--- config.mk ---
export PLATFORM = sky130hd
export DESIGN_NAME = ofc_core
export DESIGN_NICKNAME = d
export VERILOG_FILES = /design/src/hdl/ofc_pkg.sv /design/src/hdl/ofc_ser_if.sv /design/src/hdl/ofc_serial_loader.sv /design/src/hdl/ofc_core.sv
export SDC_FILE = /design/constraint.sdc
export NUM_CORES = 1
export LEC_CHECK = 0
export BUFFER_PORTS_ARGS = -buffer_cell sky130_fd_sc_hd__buf_2
export CAP_MARGIN = 20
export CORE_MARGIN = 10
export CORE_UTILIZATION = 35
export CTS_CLUSTER_DIAMETER = 60
export DETAILED_ROUTE_END_ITERATION = 16
export GPL_TIMING_DRIVEN = 0
export PLACE_DENSITY = 0.61
export SLEW_MARGIN = 20
export SYNTH_ARGS = -nofsm -noshare
export SYNTH_HDL_FRONTEND = slang
export SYNTH_HIERARCHICAL = 1
export SYNTH_SLANG_ARGS = --single-unit
--- constraint.sdc ---
create_clock -name clk_i -period 8.4 [get_ports clk_i]
set_clock_uncertainty 0.2 [all_clocks]
set_input_delay 0.42 -clock clk_i [delete_from_list [all_inputs] [get_ports clk_i]]
set_output_delay 0.42 -clock clk_i [all_outputs]
set_load 0.03 [all_outputs]
--- src/hdl/ofc_pkg.sv ---
// Constants, register map and types of the flag offset configuration block
package ofc_pkg;

    // ------------------------------------------------------------------
    // Sizes
    // ------------------------------------------------------------------
    localparam int OFC_DEPTH = 1024;
    localparam int OFC_OFS_W = 10;
    localparam int OFC_CNT_W = 11;
    localparam int OFC_DATA_W = 36;
    localparam int OFC_ADDR_W = 8;
    localparam int OFC_IRQ_W = 4;
    localparam int OFC_SER_BITS = 2 * OFC_OFS_W;
    localparam int OFC_SER_CNT_W = 5;
    localparam logic [OFC_SER_CNT_W-1:0] OFC_SER_LAST = 5'h13;
    localparam logic [OFC_CNT_W:0] OFC_DEPTH_X = 12'h400;

    // ------------------------------------------------------------------
    // Register byte addresses
    // ------------------------------------------------------------------
    localparam logic [OFC_ADDR_W-1:0] OFC_ADDR_CTRL = 8'h00;
    localparam logic [OFC_ADDR_W-1:0] OFC_ADDR_EMPTY_OFS = 8'h04;
    localparam logic [OFC_ADDR_W-1:0] OFC_ADDR_FULL_OFS = 8'h08;
    localparam logic [OFC_ADDR_W-1:0] OFC_ADDR_SERIAL_IN = 8'h0C;
    localparam logic [OFC_ADDR_W-1:0] OFC_ADDR_FLAGS = 8'h10;
    localparam logic [OFC_ADDR_W-1:0] OFC_ADDR_IRQ_STAT = 8'h14;
    localparam logic [OFC_ADDR_W-1:0] OFC_ADDR_IRQ_MASK = 8'h18;
    localparam logic [OFC_ADDR_W-1:0] OFC_ADDR_COUNT = 8'h1C;

    // ------------------------------------------------------------------
    // Field positions
    // ------------------------------------------------------------------
    localparam int OFC_CTRL_SERIAL_BIT = 0;
    localparam int OFC_CTRL_IN_MR_BIT = 1;
    localparam int OFC_FLAG_AE_N_BIT = 0;
    localparam int OFC_FLAG_AF_N_BIT = 1;
    localparam int OFC_IRQ_AE = 0;
    localparam int OFC_IRQ_AF = 1;
    localparam int OFC_IRQ_MR_DONE = 2;
    localparam int OFC_IRQ_SER_DONE = 3;

    // ------------------------------------------------------------------
    // Default offsets and reset values
    // ------------------------------------------------------------------
    localparam logic [OFC_OFS_W-1:0] OFC_OFS_511 = 10'h1FF;
    localparam logic [OFC_OFS_W-1:0] OFC_OFS_255 = 10'h0FF;
    localparam logic [OFC_OFS_W-1:0] OFC_OFS_127 = 10'h07F;
    localparam logic [OFC_OFS_W-1:0] OFC_OFS_63 = 10'h03F;
    localparam logic [OFC_OFS_W-1:0] OFC_OFS_31 = 10'h01F;
    localparam logic [OFC_OFS_W-1:0] OFC_OFS_15 = 10'h00F;
    localparam logic [OFC_OFS_W-1:0] OFC_OFS_7 = 10'h007;
    localparam logic [OFC_OFS_W-1:0] OFC_OFS_3 = 10'h003;
    localparam logic [OFC_OFS_W-1:0] OFC_OFS_RST = 10'h07F;
    localparam logic [OFC_IRQ_W-1:0] OFC_IRQ_MASK_RST = 4'h0;

    // ------------------------------------------------------------------
    // Types
    // ------------------------------------------------------------------
    typedef enum logic [1:0] {
        OFC_ST_HOLD = 2'b00,
        OFC_ST_LOAD = 2'b01,
        OFC_ST_RUN = 2'b11
    } ofc_state_t;

endpackage : ofc_pkg

--- src/hdl/ofc_ser_if.sv ---
// Interface between the control core and the serial offset loader
`timescale 1ns/100ps
interface ofc_ser_if;
    import ofc_pkg::*;
    logic clear;
    logic bit_valid;
    logic bit_val;
    logic word_valid;
    logic [OFC_OFS_W-1:0] empty_word;
    logic [OFC_OFS_W-1:0] full_word;

    modport core (
        output clear,
        output bit_valid,
        output bit_val,
        input word_valid,
        input empty_word,
        input full_word
    );
    modport loader (
        input clear,
        input bit_valid,
        input bit_val,
        output word_valid,
        output empty_word,
        output full_word
    );
endinterface : ofc_ser_if

--- src/hdl/ofc_serial_loader.sv ---
// Serial offset loader: assembles empty then full offset, LSB first
`timescale 1ns/100ps
module ofc_serial_loader
    import ofc_pkg::*;
(
    input wire logic clk_i,
    input wire logic rst_i,
    ofc_ser_if.loader ser
);

    // ------------------------------------------------------------------
    // State
    // ------------------------------------------------------------------
    typedef struct packed {
        logic [OFC_SER_BITS-1:0] shift;
        logic [OFC_SER_CNT_W-1:0] cnt;
        logic done;
    } ofc_ld_state_t;

    ofc_ld_state_t s_q;
    ofc_ld_state_t s_d;

    // Shift in from the top so the first bit ends at bit 0
    always_comb begin
        s_d = s_q;
        s_d.done = 1'b0;
        if (ser.clear) begin
            s_d.cnt = '0;
        end else if (ser.bit_valid) begin
            s_d.shift = {ser.bit_val, s_q.shift[OFC_SER_BITS-1:1]};
            if (s_q.cnt == OFC_SER_LAST) begin
                s_d.cnt = '0;
                s_d.done = 1'b1;
            end else begin
                s_d.cnt = s_q.cnt + 5'h01;
            end
        end
    end

    // Register the state
    always_ff @(posedge clk_i or posedge rst_i) begin
        if (rst_i) begin
            s_q <= '0;
        end else begin
            s_q <= s_d;
        end
    end

    assign ser.word_valid = s_q.done;
    assign ser.empty_word = s_q.shift[OFC_OFS_W-1:0];
    assign ser.full_word = s_q.shift[OFC_SER_BITS-1:OFC_OFS_W];

endmodule : ofc_serial_loader

--- src/hdl/ofc_core.sv ---
// Flag offset selection, programming, read-back and threshold flags
//
// Summary of operation
// - In master reset the pins pick one default, 511 to 3, for both offsets.
// - Load-select high in master reset enables serial programming.
// - Load-select low in master reset enables parallel programming.
// - Either mode loads the default picked by load-select and both select pins.
// - Offsets read back on the parallel data output in either mode.
// - There is no serial read-back path at all.
// - Offsets may be reprogrammed any time after master reset ends.
// - The empty offset n is the threshold of the almost-empty flag.
// - The full offset m is the threshold of the almost-full flag.
// - The almost-empty flag goes high once the word count exceeds n.
// - The almost-empty flag goes low again when n words remain.
//
// Our own choices: the address map and the address-and-strobe port.
`timescale 1ns/100ps
module ofc_core
    import ofc_pkg::*;
(
    input wire logic clk_i,
    input wire logic rst_i,
    input wire logic master_reset_n_i,
    input wire logic offset_load_select_n_i,
    input wire logic default_offset_sel_bit0_i,
    input wire logic default_offset_sel_bit1_i,
    input wire logic [OFC_CNT_W-1:0] fifo_count_i,
    input wire logic offset_read_i,
    input wire logic [OFC_ADDR_W-1:0] addr_i,
    input wire logic [31:0] wdata_i,
    input wire logic we_i,
    input wire logic re_i,
    output logic [31:0] rdata_o,
    output logic [OFC_DATA_W-1:0] parallel_data_out_o,
    output logic almost_empty_flag_n_o,
    output logic almost_full_flag_n_o,
    output logic serial_mode_o,
    output logic irq_o
);

    // ------------------------------------------------------------------
    // State record
    // ------------------------------------------------------------------
    typedef struct packed {
        logic mr_meta;
        logic mr_sync;
        logic ld_meta;
        logic ld_sync;
        logic [1:0] fs_meta;
        logic [1:0] fs_sync;
        ofc_state_t st;
        logic serial_mode;
        logic [OFC_OFS_W-1:0] empty_ofs;
        logic [OFC_OFS_W-1:0] full_ofs;
        logic ae_n;
        logic af_n;
        logic [OFC_IRQ_W-1:0] irq_stat;
        logic [OFC_IRQ_W-1:0] irq_mask;
        logic irq;
        logic [31:0] rdata;
        logic [OFC_DATA_W-1:0] pdo;
        logic rb_full;
    } ofc_core_state_t;

    // Reset image: master reset assumed active, parallel mode
    localparam ofc_core_state_t OFC_CORE_RST = '{
        mr_meta: 1'b0,
        mr_sync: 1'b0,
        ld_meta: 1'b0,
        ld_sync: 1'b0,
        fs_meta: 2'b00,
        fs_sync: 2'b00,
        st: OFC_ST_HOLD,
        serial_mode: 1'b0,
        empty_ofs: OFC_OFS_RST,
        full_ofs: OFC_OFS_RST,
        ae_n: 1'b0,
        af_n: 1'b1,
        irq_stat: '0,
        irq_mask: OFC_IRQ_MASK_RST,
        irq: 1'b0,
        rdata: '0,
        pdo: '0,
        rb_full: 1'b0
    };

    ofc_core_state_t s_q;
    ofc_core_state_t s_d;

    // ------------------------------------------------------------------
    // Default offset table
    // ------------------------------------------------------------------
    // Select is {load-select, sel bit1, sel bit0}
    function automatic logic [OFC_OFS_W-1:0] ofc_default_ofs(
        input logic [2:0] sel
    );
        logic [OFC_OFS_W-1:0] v;
        v = OFC_OFS_127;
        case (sel)
            3'h2: v = OFC_OFS_511;
            3'h1: v = OFC_OFS_255;
            3'h0: v = OFC_OFS_127;
            3'h3: v = OFC_OFS_63;
            3'h4: v = OFC_OFS_31;
            3'h6: v = OFC_OFS_15;
            3'h5: v = OFC_OFS_7;
            3'h7: v = OFC_OFS_3;
            default: v = OFC_OFS_127;
        endcase
        return v;
    endfunction : ofc_default_ofs

    // ------------------------------------------------------------------
    // Serial loader
    // ------------------------------------------------------------------
    ofc_ser_if ser ();

    ofc_serial_loader u_loader (
        .clk_i(clk_i),
        .rst_i(rst_i),
        .ser(ser.loader)
    );

    // Loader restarts whenever the block is not running
    assign ser.clear = (s_q.st != OFC_ST_RUN);
    assign ser.bit_valid = we_i && (addr_i == OFC_ADDR_SERIAL_IN)
        && s_q.serial_mode && (s_q.st == OFC_ST_RUN);
    assign ser.bit_val = wdata_i[0];

    // ------------------------------------------------------------------
    // Combinational next state
    // ------------------------------------------------------------------
    logic wr_ctrl_ok;
    logic [OFC_CNT_W:0] af_thresh;
    logic ae_n_new;
    logic af_n_new;
    logic [OFC_IRQ_W-1:0] irq_set;
    logic [OFC_IRQ_W-1:0] irq_clr;

    always_comb begin
        s_d = s_q;
        irq_set = '0;
        irq_clr = '0;
        wr_ctrl_ok = 1'b0;
        af_thresh = '0;
        ae_n_new = 1'b0;
        af_n_new = 1'b1;

        // Reset and mode pins pass two flops before anything reads them; FIFO count, read strobe and bus are read directly
        s_d.mr_meta = master_reset_n_i;
        s_d.mr_sync = s_q.mr_meta;
        s_d.ld_meta = offset_load_select_n_i;
        s_d.ld_sync = s_q.ld_meta;
        s_d.fs_meta = {default_offset_sel_bit1_i, default_offset_sel_bit0_i};
        s_d.fs_sync = s_q.fs_meta;

        // Master reset sequencing
        case (s_q.st)
            OFC_ST_HOLD: begin
                // Sample every cycle so the level at release is kept
                s_d.serial_mode = s_q.ld_sync;
                s_d.empty_ofs = ofc_default_ofs({s_q.ld_sync,
                    s_q.fs_sync});
                s_d.full_ofs = ofc_default_ofs({s_q.ld_sync,
                    s_q.fs_sync});
                s_d.rb_full = 1'b0;
                if (s_q.mr_sync) begin
                    s_d.st = OFC_ST_LOAD;
                end
            end
            OFC_ST_LOAD: begin
                // One settle cycle, then programming is open
                irq_set[OFC_IRQ_MR_DONE] = 1'b1;
                s_d.st = s_q.mr_sync ? OFC_ST_RUN : OFC_ST_HOLD;
            end
            OFC_ST_RUN: begin
                wr_ctrl_ok = 1'b1;
                if (!s_q.mr_sync) begin
                    s_d.st = OFC_ST_HOLD;
                end
            end
            default: begin
                s_d.st = OFC_ST_HOLD;
            end
        endcase

        // Parallel programming, open only in parallel mode
        if (we_i && wr_ctrl_ok && !s_q.serial_mode) begin
            if (addr_i == OFC_ADDR_EMPTY_OFS) begin
                s_d.empty_ofs = wdata_i[OFC_OFS_W-1:0];
            end
            if (addr_i == OFC_ADDR_FULL_OFS) begin
                s_d.full_ofs = wdata_i[OFC_OFS_W-1:0];
            end
        end

        // Serial programming completes both offsets at once
        if (ser.word_valid && wr_ctrl_ok && s_q.serial_mode) begin
            s_d.empty_ofs = ser.empty_word;
            s_d.full_ofs = ser.full_word;
            irq_set[OFC_IRQ_SER_DONE] = 1'b1;
        end

        // Mask and W1C status; register state is open in any phase
        if (we_i && addr_i == OFC_ADDR_IRQ_MASK) begin
            s_d.irq_mask = wdata_i[OFC_IRQ_W-1:0];
        end
        if (we_i && addr_i == OFC_ADDR_IRQ_STAT) begin
            irq_clr = wdata_i[OFC_IRQ_W-1:0];
        end

        // Almost-empty: high above n words, low at n or fewer
        ae_n_new = ({1'b0, fifo_count_i} > {2'b00, s_q.empty_ofs});

        // Almost-full: low from depth minus m words upward
        af_thresh = OFC_DEPTH_X - {2'b00, s_q.full_ofs};
        af_n_new = ({1'b0, fifo_count_i} < af_thresh);

        s_d.ae_n = ae_n_new;
        s_d.af_n = af_n_new;

        // Events on the flags going active
        if (s_q.ae_n && !ae_n_new) begin
            irq_set[OFC_IRQ_AE] = 1'b1;
        end
        if (s_q.af_n && !af_n_new) begin
            irq_set[OFC_IRQ_AF] = 1'b1;
        end

        // Set beats clear so no event is lost in a clear cycle
        s_d.irq_stat = (s_q.irq_stat & ~irq_clr) | irq_set;
        s_d.irq = |(s_d.irq_stat & s_d.irq_mask);

        // Parallel read-back alternates empty then full offset
        if (offset_read_i && s_q.st == OFC_ST_RUN) begin
            s_d.pdo = '0;
            s_d.pdo[OFC_OFS_W-1:0] = s_q.rb_full ? s_q.full_ofs
                : s_q.empty_ofs;
            s_d.rb_full = !s_q.rb_full;
        end

        // Register read port, data in the cycle after the strobe
        s_d.rdata = '0;
        if (re_i) begin
            case (addr_i)
                OFC_ADDR_CTRL: begin
                    s_d.rdata[OFC_CTRL_SERIAL_BIT] = s_q.serial_mode;
                    s_d.rdata[OFC_CTRL_IN_MR_BIT] = (s_q.st != OFC_ST_RUN);
                end
                OFC_ADDR_EMPTY_OFS: begin
                    s_d.rdata[OFC_OFS_W-1:0] = s_q.empty_ofs;
                end
                OFC_ADDR_FULL_OFS: begin
                    s_d.rdata[OFC_OFS_W-1:0] = s_q.full_ofs;
                end
                OFC_ADDR_FLAGS: begin
                    s_d.rdata[OFC_FLAG_AE_N_BIT] = s_q.ae_n;
                    s_d.rdata[OFC_FLAG_AF_N_BIT] = s_q.af_n;
                end
                OFC_ADDR_IRQ_STAT: begin
                    s_d.rdata[OFC_IRQ_W-1:0] = s_q.irq_stat;
                end
                OFC_ADDR_IRQ_MASK: begin
                    s_d.rdata[OFC_IRQ_W-1:0] = s_q.irq_mask;
                end
                OFC_ADDR_COUNT: begin
                    s_d.rdata[OFC_CNT_W-1:0] = fifo_count_i;
                end
                // Serial input is write only: no serial read-back
                default: begin
                    s_d.rdata = '0;
                end
            endcase
        end
    end

    // ------------------------------------------------------------------
    // State register
    // ------------------------------------------------------------------
    always_ff @(posedge clk_i or posedge rst_i) begin
        if (rst_i) begin
            s_q <= OFC_CORE_RST;
        end else begin
            s_q <= s_d;
        end
    end

    // ------------------------------------------------------------------
    // Outputs, all straight from flops
    // ------------------------------------------------------------------
    assign rdata_o = s_q.rdata;
    assign parallel_data_out_o = s_q.pdo;
    assign almost_empty_flag_n_o = s_q.ae_n;
    assign almost_full_flag_n_o = s_q.af_n;
    assign serial_mode_o = s_q.serial_mode;
    assign irq_o = s_q.irq;

endmodule : ofc_core

# Word-level counts from Yosys, hierarchy flattened
# Memories as Yosys holds them, arrays and structs flattened.
# Cells that the tools add are included.
# totals
mem_bits_ro,112
regBits,111
out_inout_bits,72
n_memories,2
# memory_table
memory,words,width,read_ports,rd_clocked_by_memory_dff,wr,line,text
(name not given),8,7,1,0,0,ofc_core.sv:99,case (sel)
(name not given),8,7,1,0,0,ofc_core.sv:99,
# classes
addsub,2
reduce_logical,23
bitwise_logic,5
magnitude_cmp,2
eq_ne,13
mux,29
# ops
cell,count
$mux W20,3
$eq A8 B5 Y1 const B,4
$mux W10,3
$pmux W6 S3,1
$eq A8 B4 Y1 const B,2
$pmux W2 S7,1
$logic_and A1 B1 Y1,12
$lt A11 B12 Y1,1
$sub A11 B10 Y12 const A,1
$gt A11 B10 Y1,1
$mux W11,1
$mux W1,10
$mux W5,2
$pmux W2 S5,1
$and A4 B4 Y4,2
$eq A8 B3 Y1 const B,1
$logic_not A8 Y1,1
$mux W4,2
$mux W2,3
$mux W6,1
$ne A2 B2 Y1 const B,3
$pmux W2 S3,1
$add A5 B1 Y5 const B,1
$eq A5 B5 Y1 const B,1
other kinds (10),15

# Longest topological paths before layout
# logic_depth
depth_word,8
depth_mapped,11
mapped_depth_nobuf,11

# Hierarchy
# Netlist, hierarchy kept.
# by_module_without_submodules
module,area_per_inst_um2,n_inst,cells_per_inst
ofc_core,4290.4,1,471
ofc_serial_loader,1189.9,1,89

# Worst setup path before layout
# No wires, ideal clock.
# synth_timing
kind,flip-flop to flip-flop
start,register s_q[82] (netlist name)
end,"register s_q, in the netlist irq_o"
setup_slack_ns,5.678
stages_incl_launch_ff,12
t_arrival_ns,2.432
path_buffers,1
setup_time_ns,0.090
path_cell_list,dfstp_2 clkbuf_1 nor4_1 nand2_1 nor4_1 xor2_1 ha_1 nand3_1 a211o_1 o31a_1 a21bo_2 o2111ai_1
# synth_lines
element,line,text
start: declaration,ofc_core.sv:87,ofc_core_state_t s_q;
start signal: assignment,ofc_core.sv:282,s_q <= OFC_CORE_RST;
start signal: assignment,ofc_core.sv:284,s_q <= s_d;

==> impl_results.md <==
- Fin area: 6640 µm²
- Post-synth top area share: 34.2%
- Synth Instances: 560
- DRC: 0
- GRT Overall Usage: 13.4%
- Post-CTS Resized: 0
- Post-Synth Adder-Cell Area: 5.71%
- Setup violations, final: 0
- Vias in the first global route: 4,350
- Placed inst area: 6260 µm²
- Crit Path Category: register to register
- Initial core utilization: 35.9%
- Post-Synth Simple-Gate Area: 14.5%
- Largest area contributor in the netlist: dfrtp_1
- Setup tns final: 0 ns
- Crit path max fanout: 7
- Initial antenna violation count: 1
- Max H-tree Level: 3
- Rel. slew slack: 35.0%
- Final HPWL DP: 11,500 µm
- Global-route wire length before repair: 22,900 µm
- Vias: 4,263
- WL final: 14,300 µm
- Filler-free cell count of the finished design: 901
- EDFF count, synth: 0
- Multiplexer area fraction after synthesis: 7.28%
- Combinational family with the most area after synthesis: buffers and inverters
- Syn avg cell area: 9.79 µm²
- Main flop type after synthesis: dfrtp_1
- Worst Setup Start Kind: register
- Slew @ Worst Pin: 0.963 ns
- Rows: 45
- Clk_lat worst skew: 0.34 ns
- Critical Path RT: 8.44 ns
- Most frequent cells in the layout: buf_4 (89), dfrtp_1 (75), buf_2 (68)
- Die Span Y: 145 µm
- Num ports: 132
- Layout Nets: 770
- Largest net degree at the start of global routing: 61
- Fmax: 314 MHz
- Most common cell after layout, fill and taps aside: buf_4
- Synth Area in XOR/XNOR: 1.60%
- Post-placement cell count: 880
- Total global routing overflow: 0
- Peak VDD IR: 0.0000956 V
- Root buffer cell: clkbuf_16
- Final hold vios: 0
- Crit path DAT: 3.22 ns
- Cell variety after synth: 62
- Ys async rst share: 100%
- CTS Buffer Depth: 2
- CTS tree: yes
- I/O Buffers: 62
- Cell Area, Synth: 5480 µm²
- Worst-path clk slew: 0.07 ns
- Setup crit end kind: register
- Tcrit/Tclk final: 37.9%
- FILL cells: 1,477
- Ys Warns: 6
- First-pass iteration count of the detailed router: 5
- Power per standard cell area: 172 nW/µm²
- Clock sinks: 90
- Ratio of cells with drive above 1 in the final layout: 33.8%
- Area contributors post-synth: dfrtp_1 (34%), buf_4 (12%), dfstp_2 (7.2%)
- Core Area: 15,300 µm²
- Final slew viol count: 0
- Compound-cell area share of the yosys netlist: 13.4%
- Die ar.: 21,100 µm²
- GPL Wtd Cong: 0.920
- Max-Cap Viols: 0
- Register bit total from synthesis: 90
- DR iter-0 viols: 283
- ANT nets after route: 0
- RSZ-0062 raised after global routing: false
- Vias per cell: 4.73
- Register area share after synthesis: 41.4%
- Post-CTS setup buffers: 0
- Outcome: complete, no violations
- CTS buffer count: 9
- Leak pwr: 3.27 nW
- WL/cell: 15.9 µm
- Number of diodes: 0
- Hold Crit Class: primary input to register
- Die Wd: 145 µm
- Minimum clock period: 3.18 ns
- Area Overhead vs Synth: 21.2%
[sequential cells by signal, summed over array words and instances (netlist names)]
register / count
s_q: 35
rdata_o: 11
parallel_data_out_o: 10
u_loader/ser.empty_word: 10
u_loader/ser.full_word: 10
u_loader/s_q: 5
s_d: 4
almost_empty_flag_n_o: 1
almost_full_flag_n_o: 1
irq_o: 1
serial_mode_o: 1
u_loader/ser.word_valid: 1
[synth_stat cells, types with 4 or more instances]
cell / count
mux2_2: 23
a22oi_1: 8
nor2b_1: 4
dfstp_2: 15
xor2_1: 6
nor2_1: 38
nand2_1: 57
ha_1: 25
a222oi_1: 5
a31oi_1: 11
o31ai_1: 11
buf_2: 6
o21ai_0: 19
mux2i_1: 14
nor3_1: 8
inv_1: 26
dfrtp_1: 75
clkbuf_1: 11
nand2b_1: 4
buf_4: 89
a21oi_1: 15
nor4_1: 6
o211ai_1: 5
nand4_1: 5
nand3_1: 12
xnor2_1: 4
[worst max-delay path, stage by stage (launching register included)]
cell	delay, ns
dfstp_2	0.36
clkbuf_1	0.21
nor4_1	0.41
nand2_1	0.16
nor4_1	0.28
xor2_1	0.12
ha_1	0.31
nand3_1	0.14
a211o_1	0.27
o31a_1	0.32
a21bo_2	0.23
o2111ai_1	0.08
[final timing paths]
check,from,end,slack [ns],cells past startpoint
worst min register to register,s_d[104],s_q[104],0.15,0
min in group asynchronous,rst_i,s_d[109],0.32,3
max in group asynchronous,rst_i,u_loader/ser.empty_word[6],7.02,3
worst max register to register,s_q[82],irq_o,5.22,11
worst min-delay path,wdata_i[2],s_q[82],0.14,3
worst max-delay path,s_q[82],irq_o,5.22,11
[timing repair]
action | CTS | global route
hold buffers | 5 | 0
setup endpoints to repair | 0 | 0
hold endpoints to repair | 8 | 0
[cell families (layout without fill, tap and decap cells)]
group,after synthesis,in the layout
multiplexers,37,37
other,1,47
AND/OR/NAND/NOR,159,159
XOR/XNOR,10,10
buffers and inverters,136,220
flip-flops,90,90
adder cells (fa/ha/maj),25,25
AO/OA/AOI/OAI,102,102
[cell type report]
class                           count  area, µm²  share of cell area (%)
Clock buffer                       12        256                    3.86
Tap cell                          211        264                    3.97
Inverter                           26        100                    1.51
Multi-Input combinational cell    380       2510                    37.8
Sequential cell                    90       2270                    34.2
Clock inverter                      4       73.8                    1.11
Buffer                            110        781                    11.8
Timing Repair Buffer               68        388                    5.84
[metrics by stage]
stage	power, W	setup slack, ns	hold slack (ns)	utilization [%]
after floorplan	0.000643	5.68	0.131	-
after global placement	0.000698	5.15	0.138	40.8
after detailed placement	0.000704	5.04	0.119	41.0
after CTS	0.00115	5.21	0.128	43.5
after global routing	0.00119	5.05	0.148	43.5
final	0.00114	5.22	0.139	43.5
[where the power goes]
part	switching (W)	internal (W)
logic	0.000132	0.0000814
registers	0.0000220	0.000463
clock network	0.000166	0.000277
total	0.000321	0.000821
[routing by layer]
| metal | vias up | share of wire [%] | global-route usage [%] |
|---|---|---|---|
| li1 | 2092 | - | - |
| met1 | 2051 | 45 | 16.5 |
| met2 | 104 | 49 | 22.4 |
| met3 | 14 | 4.8 | 3.42 |
| met4 | 2 | 1.3 | 4.10 |
| met5 | - | 0.049 | 0 |
(Power assumes the default switching activity.)
